===== config.mk =====
export PLATFORM = sky130hd
export DESIGN_NAME = flkg_guard
export DESIGN_NICKNAME = d
export VERILOG_FILES = /design/src/hdl/flkg_pkg.sv /design/src/hdl/flkg_guard.sv
export VERILOG_INCLUDE_DIRS = /design/src /design/src/hdl
export SDC_FILE = /design/constraint.sdc
export NUM_CORES = 1
export LEC_CHECK = 0
export BUFFER_PORTS_ARGS = -buffer_cell sky130_fd_sc_hd__clkbuf_2
export CAP_MARGIN = 20
export CELL_PAD_IN_SITES_DETAIL_PLACEMENT = 1
export CELL_PAD_IN_SITES_GLOBAL_PLACEMENT = 1
export CORE_ASPECT_RATIO = 1.1
export CORE_MARGIN = 5
export CORE_UTILIZATION = 35
export DETAILED_ROUTE_END_ITERATION = 16
export GPL_TIMING_DRIVEN = 1
export HOLD_SLACK_MARGIN = 0.1
export PLACE_DENSITY_LB_ADDON = 0.1
export SETUP_SLACK_MARGIN = 0.2
export SYNTH_ARGS = -nofsm -noshare
export SYNTH_HDL_FRONTEND = slang
export SYNTH_SLANG_ARGS = --single-unit

===== constraint.sdc =====
create_clock -name aclk -period 2.1 [get_ports aclk]
set_input_delay 0.21 -clock aclk [delete_from_list [all_inputs] [get_ports aclk]]
set_output_delay 0.21 -clock aclk [all_outputs]
set_load 0.1 [all_outputs]

===== src/hdl/flkg_cfg.svh =====
// Constants of the flash lock and key guard: offsets, key codes, state codes
`ifndef FLKG_CFG_SVH
`define FLKG_CFG_SVH
`define FLKG_OFF_KEY 12'h000
`define FLKG_OFF_CTRL 12'h004
`define FLKG_OFF_STAT 12'h008
`define FLKG_KEY1 8'ha5
`define FLKG_KEY2 8'hf1
`define FLKG_CODE_LOCKED 2'h0
`define FLKG_CODE_FIRST 2'h1
`define FLKG_CODE_OPEN 2'h2
`define FLKG_CODE_DEAD 2'h3
`define FLKG_RESP_OKAY 2'h0
`define FLKG_RESP_SLVERR 2'h2
`define FLKG_CTRL_WE 0
`define FLKG_CTRL_EE 1
`define FLKG_ERASED 8'hff
`define FLKG_KEY_RST 8'h00
`endif


===== src/hdl/flkg_pkg.sv =====
// Types of the flash lock and key guard
package flkg_pkg;
   // Key sequence tracker states
   typedef enum logic [1:0] {FLKG_LOCKED, FLKG_FIRST, FLKG_OPEN, FLKG_DEAD} flkg_state_t;
   // Flash modify request from the core
   typedef struct packed {
      logic erase;
      logic [15:0] addr;
      logic [7:0] data;
   } flkg_req_t;
   // Command passed on to the flash controller
   typedef struct packed {
      logic erase;
      logic [15:0] addr;
      logic [7:0] data;
   } flkg_cmd_t;
endpackage : flkg_pkg


===== src/hdl/flkg_guard.sv =====
// Flash lock and key guard with AXI4-Lite register slave
//******************************************************************
// How it works
// - A5 then F1 arms flash modify
// - Launching an operation withdraws the enable
// - Wrong key write locks until reset
// - Permitted modify while disarmed and not busy locks until reset
// - Key register read gives state bits
// - 00 locked, 01 first key taken
// - 10 while modify is enabled
// - 11 after violation, kept until reset
// - Write needs WE, erase WE and EE
// - Write only clears bits; erase sets
//******************************************************************
`timescale 1ns/1ps
`default_nettype none
`include "flkg_cfg.svh"
module flkg_guard
   import flkg_pkg::*;
#(
   parameter int ADDR_W = 12
)(
   input wire logic aclk,
   input wire logic aresetn,
   // AXI4-Lite slave
   input wire logic [ADDR_W-1:0] s_axi_awaddr,
   input wire logic s_axi_awvalid,
   output logic s_axi_awready,
   input wire logic [31:0] s_axi_wdata,
   input wire logic [3:0] s_axi_wstrb,
   input wire logic s_axi_wvalid,
   output logic s_axi_wready,
   output logic [1:0] s_axi_bresp,
   output logic s_axi_bvalid,
   input wire logic s_axi_bready,
   input wire logic [ADDR_W-1:0] s_axi_araddr,
   input wire logic s_axi_arvalid,
   output logic s_axi_arready,
   output logic [31:0] s_axi_rdata,
   output logic [1:0] s_axi_rresp,
   output logic s_axi_rvalid,
   input wire logic s_axi_rready,
   // Core side modify request (one-cycle pulse, same clock)
   input wire logic req_valid,
   input wire flkg_req_t req,
   input wire logic [7:0] old_byte,
   // Flash controller side
   output flkg_cmd_t cmd,
   output logic cmd_valid,
   input wire logic cmd_done,
   output logic refused
);

   //******************************************************************
   // Register slave
   //******************************************************************
   logic aw_ok_ff, w_ok_ff; // Address / data captured
   logic [ADDR_W-1:0] awaddr_ff;
   logic [31:0] wdata_ff;
   logic [3:0] wstrb_ff;
   logic awready_ff, wready_ff, bvalid_ff, arready_ff, rvalid_ff;
   logic [1:0] bresp_ff, rresp_ff;
   logic [31:0] rdata_ff;
   logic [7:0] key_ff; // Last key byte written
   logic we_ff, ee_ff; // Program store write / erase enables
   flkg_state_t state_ff, nxt_state;
   flkg_cmd_t cmd_ff;
   logic cmd_valid_ff, busy_ff, refused_ff;

   // Word offset compare, low two bits ignored
   function automatic logic hit(input logic [ADDR_W-1:0] a, input logic [11:0] off);
      hit = (a[ADDR_W-1:2] == (ADDR_W-2)'(off >> 2));
   endfunction : hit

   // Write happens once both halves are present and no response is pending
   wire wr_go = aw_ok_ff && w_ok_ff && !bvalid_ff;
   wire wr_key = wr_go && hit(awaddr_ff, `FLKG_OFF_KEY) && wstrb_ff[0];
   wire wr_ctrl = wr_go && hit(awaddr_ff, `FLKG_OFF_CTRL) && wstrb_ff[0];
   wire wr_map = hit(awaddr_ff, `FLKG_OFF_KEY) || hit(awaddr_ff, `FLKG_OFF_CTRL) ||
                 hit(awaddr_ff, `FLKG_OFF_STAT);
   wire [7:0] wbyte = wdata_ff[7:0];
   wire rd_go = s_axi_arvalid && arready_ff;
   wire rd_key = hit(s_axi_araddr, `FLKG_OFF_KEY);
   wire rd_ctrl = hit(s_axi_araddr, `FLKG_OFF_CTRL);
   wire rd_stat = hit(s_axi_araddr, `FLKG_OFF_STAT);
   wire [1:0] code = state_ff; // Enum order equals lock code
   // Read mux: key register shows lock code in bits 1:0
   wire [31:0] rd_val = rd_key ? {30'h0, code} :
                        rd_ctrl ? {30'h0, ee_ff, we_ff} :
                        rd_stat ? {23'h0, key_ff, 1'b0} : 32'h0;

   // Write channel handshakes, address and data in either order
   always_ff @(posedge aclk)
   begin
      if (!aresetn)
      begin
         aw_ok_ff <= 1'b0;
         w_ok_ff <= 1'b0;
         awready_ff <= 1'b1;
         wready_ff <= 1'b1;
         bvalid_ff <= 1'b0;
         bresp_ff <= `FLKG_RESP_OKAY;
         awaddr_ff <= '0;
         wdata_ff <= 32'h0;
         wstrb_ff <= 4'h0;
      end
      else
      begin
         if (s_axi_awvalid && awready_ff)
         begin
            aw_ok_ff <= 1'b1;
            awready_ff <= 1'b0;
            awaddr_ff <= s_axi_awaddr;
         end
         if (s_axi_wvalid && wready_ff)
         begin
            w_ok_ff <= 1'b1;
            wready_ff <= 1'b0;
            wdata_ff <= s_axi_wdata;
            wstrb_ff <= s_axi_wstrb;
         end
         if (wr_go)
         begin
            // Response one cycle after both halves are in
            bvalid_ff <= 1'b1;
            bresp_ff <= wr_map ? `FLKG_RESP_OKAY : `FLKG_RESP_SLVERR;
            aw_ok_ff <= 1'b0;
            w_ok_ff <= 1'b0;
         end
         if (bvalid_ff && s_axi_bready)
         begin
            bvalid_ff <= 1'b0;
            awready_ff <= 1'b1;
            wready_ff <= 1'b1;
         end
      end
   end

   // Read channel: answer one cycle after the address is taken
   always_ff @(posedge aclk)
   begin
      if (!aresetn)
      begin
         arready_ff <= 1'b1;
         rvalid_ff <= 1'b0;
         rdata_ff <= 32'h0;
         rresp_ff <= `FLKG_RESP_OKAY;
      end
      else if (rd_go)
      begin
         arready_ff <= 1'b0;
         rvalid_ff <= 1'b1;
         rdata_ff <= rd_val;
         rresp_ff <= (rd_key || rd_ctrl || rd_stat) ? `FLKG_RESP_OKAY : `FLKG_RESP_SLVERR;
      end
      else if (rvalid_ff && s_axi_rready)
      begin
         rvalid_ff <= 1'b0;
         arready_ff <= 1'b1;
      end
   end

   //******************************************************************
   // Program store control and key byte
   //******************************************************************
   always_ff @(posedge aclk)
   begin
      if (!aresetn)
      begin
         we_ff <= 1'b0;
         ee_ff <= 1'b0;
         key_ff <= `FLKG_KEY_RST; // Zero out of reset
      end
      else
      begin
         if (wr_ctrl)
         begin
            we_ff <= wbyte[`FLKG_CTRL_WE];
            ee_ff <= wbyte[`FLKG_CTRL_EE];
         end
         if (wr_key)
            key_ff <= wbyte;
      end
   end

   //******************************************************************
   // Key sequence tracker
   //******************************************************************
   // Permission from the program store enables
   wire perm = req.erase ? (we_ff && ee_ff) : we_ff;
   // A modify attempt only counts when enables permit it; else it is an ordinary data write
   wire attempt = req_valid && perm && !busy_ff;
   wire launch = attempt && (state_ff == FLKG_OPEN);

   always_comb
   begin
      nxt_state = state_ff;
      unique case (state_ff)
         FLKG_LOCKED:
            if (attempt)
               nxt_state = FLKG_DEAD; // Disarmed modify
            else if (wr_key)
               nxt_state = (wbyte == `FLKG_KEY1) ? FLKG_FIRST : FLKG_DEAD;
         FLKG_FIRST:
            if (attempt)
               nxt_state = FLKG_DEAD;
            else if (wr_key)
               nxt_state = (wbyte == `FLKG_KEY2) ? FLKG_OPEN : FLKG_DEAD;
         FLKG_OPEN:
            if (launch)
               nxt_state = FLKG_LOCKED; // One operation per key pair
            else if (wr_key)
               nxt_state = FLKG_DEAD; // Extra key write is out of sequence
         FLKG_DEAD:
            nxt_state = FLKG_DEAD; // Only reset leaves here
      endcase
   end

   // Enable is withdrawn at launch, so no second request can slip in while busy
   always_ff @(posedge aclk)
   begin
      if (!aresetn)
         state_ff <= FLKG_LOCKED;
      else
         state_ff <= nxt_state;
   end

   //******************************************************************
   // Flash command issue
   //******************************************************************
   always_ff @(posedge aclk)
   begin
      if (!aresetn)
      begin
         cmd_ff <= '0;
         cmd_valid_ff <= 1'b0;
         busy_ff <= 1'b0;
         refused_ff <= 1'b0;
      end
      else
      begin
         cmd_valid_ff <= launch;
         refused_ff <= req_valid && !launch;
         if (launch)
         begin
            busy_ff <= 1'b1;
            cmd_ff.erase <= req.erase;
            cmd_ff.addr <= req.addr;
            // Writes can only clear bits
            cmd_ff.data <= req.erase ? `FLKG_ERASED : (req.data & old_byte);
         end
         else if (cmd_done)
            busy_ff <= 1'b0;
      end
   end

   assign s_axi_awready = awready_ff;
   assign s_axi_wready = wready_ff;
   assign s_axi_bvalid = bvalid_ff;
   assign s_axi_bresp = bresp_ff;
   assign s_axi_arready = arready_ff;
   assign s_axi_rvalid = rvalid_ff;
   assign s_axi_rdata = rdata_ff;
   assign s_axi_rresp = rresp_ff;
   assign cmd = cmd_ff;
   assign cmd_valid = cmd_valid_ff;
   assign refused = refused_ff;

   //******************************************************************
   // Checks
   //******************************************************************
   property p_key_pair;
      @(posedge aclk) disable iff (!aresetn)
      (state_ff == FLKG_FIRST && wr_key && wbyte == `FLKG_KEY2 && !attempt) |=> state_ff == FLKG_OPEN;
   endproperty
   a_key_pair: assert property (p_key_pair) else $error("second key did not open");

   property p_one_shot;
      @(posedge aclk) disable iff (!aresetn)
      launch |=> state_ff == FLKG_LOCKED ##1 !cmd_valid_ff;
   endproperty
   a_one_shot: assert property (p_one_shot) else $error("enable kept after launch");

   property p_bad_key;
      @(posedge aclk) disable iff (!aresetn)
      (wr_key && !attempt && state_ff == FLKG_LOCKED && wbyte != `FLKG_KEY1) |=> state_ff == FLKG_DEAD;
   endproperty
   a_bad_key: assert property (p_bad_key) else $error("wrong key did not lock");

   property p_disarmed;
      @(posedge aclk) disable iff (!aresetn)
      (attempt && state_ff != FLKG_OPEN) |=> state_ff == FLKG_DEAD ##1 !cmd_valid_ff;
   endproperty
   a_disarmed: assert property (p_disarmed) else $error("disarmed modify not locked");

   property p_read_code;
      @(posedge aclk) disable iff (!aresetn)
      (rd_go && rd_key) |=> s_axi_rdata == {30'h0, $past(code)};
   endproperty
   a_read_code: assert property (p_read_code) else $error("key read wrong code");

   property p_first_code;
      @(posedge aclk) disable iff (!aresetn)
      (state_ff == FLKG_LOCKED && wr_key && wbyte == `FLKG_KEY1 && !attempt) |=> code == `FLKG_CODE_FIRST;
   endproperty
   a_first_code: assert property (p_first_code) else $error("first key code not 01");

   property p_open_perm;
      @(posedge aclk) disable iff (!aresetn)
      cmd_valid_ff |-> $past(code) == `FLKG_CODE_OPEN && $past(perm);
   endproperty
   a_open_perm: assert property (p_open_perm) else $error("command without key or enable");

   property p_dead_sticks;
      @(posedge aclk) disable iff (!aresetn)
      code == `FLKG_CODE_DEAD |=> code == `FLKG_CODE_DEAD && !cmd_valid_ff;
   endproperty
   a_dead_sticks: assert property (p_dead_sticks) else $error("lock left before reset");

   property p_clear_only;
      @(posedge aclk) disable iff (!aresetn)
      (launch && !req.erase) |=> (cmd_ff.data & ~$past(old_byte)) == 8'h00;
   endproperty
   a_clear_only: assert property (p_clear_only) else $error("write set a bit");

endmodule : flkg_guard
`default_nettype wire


==> key figures <==
Pwr
  • Share of power burned in registers: 0.476
  • Pwr Density: 749 nW/µm²
  • Sw frac: 0.305
  • Logic pwr share: 0.161
  • Internal Power: 0.00222 W
  • Max IR drop VDD: 332 µV
  • Clock power frac: 0.363
  • Psw: 0.000972 W
  • Pleak: 1.89 nW

STA
  • Hold Fails Final Rpt: 0
  • Fin crit period: 1670 ps
  • Slew @ Worst Pin: 561 ps
  • Setup violations, final: 0
  • Hold slack final: 114 ps
  • Setup TNS: 0 ps
  • Clock skew: 11.4 ps
  • Pins Over Slew Limit: 0
  • FMAX: 0.600 GHz
  • Final Cycle Share: 0.794
  • Unrepaired setup endpoints after global routing: false
  • Rel. slew slack: 0.627

Final layout
  • Final net count: 585
  • Layout area overhead: 29.8%
  • Fillers: 1104
  • Layout cells sized above 1: 0.289
  • Number of diodes: 0

Die
  • Cell Rows: 37
  • Area of the die: 11400 µm²
  • Initial Util: 0.354
  • Die height: 112 µm
  • Io pins: 170
  • Total core area: 9260 µm²
  • Chip Width: 102 µm

Clocking
  • Skew-Pair Late Insertion Delay: 350 ps
  • Clock buffer depth: 2
  • CTS tree: yes
  • Post-CTS setup repair buffer count: 0
  • Clk sinks: 77
  • H-tree Lvls: 3
  • Worst-path clk slew: 90 ps
  • Total CTS buffers: 9
  • CTS resizes: 0
  • CTS Root Cell: clkbuf_8

Yosys
  • Top cell type's share of synthesized area: 0.470
  • EDFF count, synth: 0
  • Flip-flop and latch count after synthesis: 77
  • Distinct cells, synth: 39
  • Main synth FF type: dfxtp_1
  • Largest area contributor in the netlist: dfxtp_1
  • Synth cell count leaders: dfxtp_1 (77), nand2_1 (71), nor2b_1 (32), buf_4 (27)
  • Top cells by area, synth: dfxtp_1 (47%), nand2_1 (8.1%), mux2i_1 (6.4%)
  • Mapped Cells: 350
  • Most common cell in the netlist: dfxtp_1
  • Fraction of registers with async set/reset: 0
  • Synthesized area per cell: 9.38 µm²
  • Cell area after synthesis: 3280 µm²
  • Synth Warn #: 0
  • Seq/Total Area, Yosys: 0.470

Global routing
  • Overflow after GRT: 0
  • Largest net degree at the start of global routing: 38
  • GR Util All Layers: 0.144
  • Number of global-route vias before repair: 2816
  • Antenna violations before repair: 0
  • First-pass GRT wire length: 13.2 mm

Worst setup path
  • Slowest CP cell: dlygate4sd3_1
  • Worst Path Buf+Inv: 3
  • Largest delay contributor family on the critical path: buffers and inverters
  • Arr. time, crit path: 1900 ps
  • Crit start category: input port
  • CP max stage delay: 540 ps
  • Setup CP Type: in -> reg
  • Worst-path fanout max: 17
  • WP data required: 2340 ps
  • Crit-path cells: dlygate4sd3_1 -> clkbuf_2 -> nand2_1 -> nor4b_4 -> buf_4 -> mux2i_1 -> nor2b_1
  • Crit end category: register

Placement
  • Port buffer count: 113
  • GPL Wtd Cong: 0.711
  • Hpwl dp: 6.06 mm

Route
  • DRC: 0
  • Via count: 2773
  • First-pass DRT Iterations: 4
  • DR WL/cell: 13.3 µm
  • First-iteration detailed-routing DRC count: 49
  • Antenna violation net count after detailed routing: 0
  • Vias per Instance: 4.58
  • Drt total wl: 8.03 mm

Flow run
  • Max_cap viols: 0

Worst hold path
  • Hold WC Path Type: in -> reg

Run status
  • Status: finished clean
## flip-flops by register name (all words and copies together), names as in the netlist
signal	flops
s_axi_awready	1
s_axi_arready	1
wdata_ff	8
awaddr_ff	10
s_axi_rvalid	1
ee_ff	1
s_axi_rdata	9
s_axi_bvalid	1
w_ok_ff	1
wstrb_ff	1
code	2
s_axi_bresp	1
we_ff	1
cmd_valid	1
busy_ff	1
key_ff	8
s_axi_wready	1
aw_ok_ff	1
refused	1
cmd	25
s_axi_rresp	1
## routing by layer
| metal | up-vias | global-route usage | routed length [µm] |
|---|---|---|---|
| li1 | 1405 | - | - |
| met1 | 1267 | 0.175 | 3400 |
| met2 | 90 | 0.244 | 3910 |
| met3 | 11 | 0.0276 | 577 |
| met4 | 0 | 0.0630 | 150 |
| met5 | - | 0 | 0 |
## cells in the final DEF (no fill, tap or decap), types with 2 or more instances in the layout
cell type      netlist  routed
nand2_1             71      71
a211oi_1             2       2
buf_4               27       6
nor4_1               3       3
clkbuf_8             1      10
nand4_1              2       2
a22oi_1              9       9
dfxtp_2              0       2
a21boi_1             8       8
mux2i_1             21      21
clkinv_4             0       2
clkinvlp_4           0       2
dfxtp_1             77      75
nor2_1               3       3
dlygate4sd3_1        0      22
o211a_1              8       8
clkbuf_2             0     113
o21a_1               2       2
o21ai_0              8       8
a21boi_0            21      21
inv_1                3       3
nand2b_1             2       2
nor2b_1             32      32
conb_1               1      25
and2_1               5       5
a21oi_1             10      10
nor3_1               3       3
and3b_1              2       2
## worst register-to-register path, cell delays in order, from the launching register on
cell	delay, ps
dfxtp_1	390
nor2b_1	210
nor4b_4	240
buf_4	340
mux2i_1	260
nor2b_1	60
## power by group through the flow
stage	Sequential, W	Clock (W)	Combinational, W
5_1_grt	0.00152	0.00128	0.000550
3_5_place_dp	0.00155	0	0.000485
2_1_floorplan	0.00162	0	0.000341
3_3_place_gp	0.00155	0	0.000480
4_1_cts	0.00152	0.00121	0.000517
6_report	0.00152	0.00116	0.000515
## worst paths after layout
| check | depth (start not counted) | to | slack [ps] | from |
|---|---|---|---|---|
| worst max register to register | 5 | cmd[23] | 500 | code[1] |
| worst max-delay path | 7 | cmd[23] | 430 | req_valid |
| worst min register to register | 2 | key_ff[2] | 460 | key_ff[2] |
| worst min-delay path | 3 | cmd[12] | 110 | req[12] |
## layout make-up
| class | instances | area, µm² | share of cell area |
|---|---|---|---|
| Sequential cell | 77 | 1540 | 0.363 |
| Multi-Input combinational cell | 251 | 1520 | 0.356 |
| Timing Repair Buffer | 141 | 831 | 0.195 |
| Tap cell | 117 | 146 | 0.0344 |
| Clock buffer | 10 | 138 | 0.0323 |
| Clock inverter | 6 | 71.3 | 0.0167 |
| Inverter | 3 | 11.3 | 0.00264 |
## kinds of logic (layout without fill, tap and decap cells)
group / after synthesis / count (layout) / share of synthesized area
AND/OR/NAND/NOR: 135 / 135 / 0.215
flip-flops: 77 / 77 / 0.470
multiplexers: 21 / 21 / 0.0640
buffers and inverters: 46 / 160 / 0.0980
other: 1 / 25 / 0.00114
AO/OA/AOI/OAI: 70 / 70 / 0.152
## per-stage QoR
step                      setup WS [ps]  instance area (µm²)  std cells   util  power (W)
final                               433                 4260        605  0.460    0.00319
after global placement              485                 3830        567  0.414    0.00203
after global routing                286                 4260        605  0.460    0.00335
after detailed placement            456                 3830        567  0.414    0.00204
after CTS                           415                 4260        605  0.460    0.00325
after floorplan                     365                 3370        374      -    0.00196
## what timing repair did
| item | 4_1_cts | 5_1_grt |
|---|---|---|
| setup endpoints to repair | 0 | 0 |
| hold buffers | 22 | 0 |
| endpoints found under the hold margin | 22 | 0 |
(Power assumes the default switching activity.)
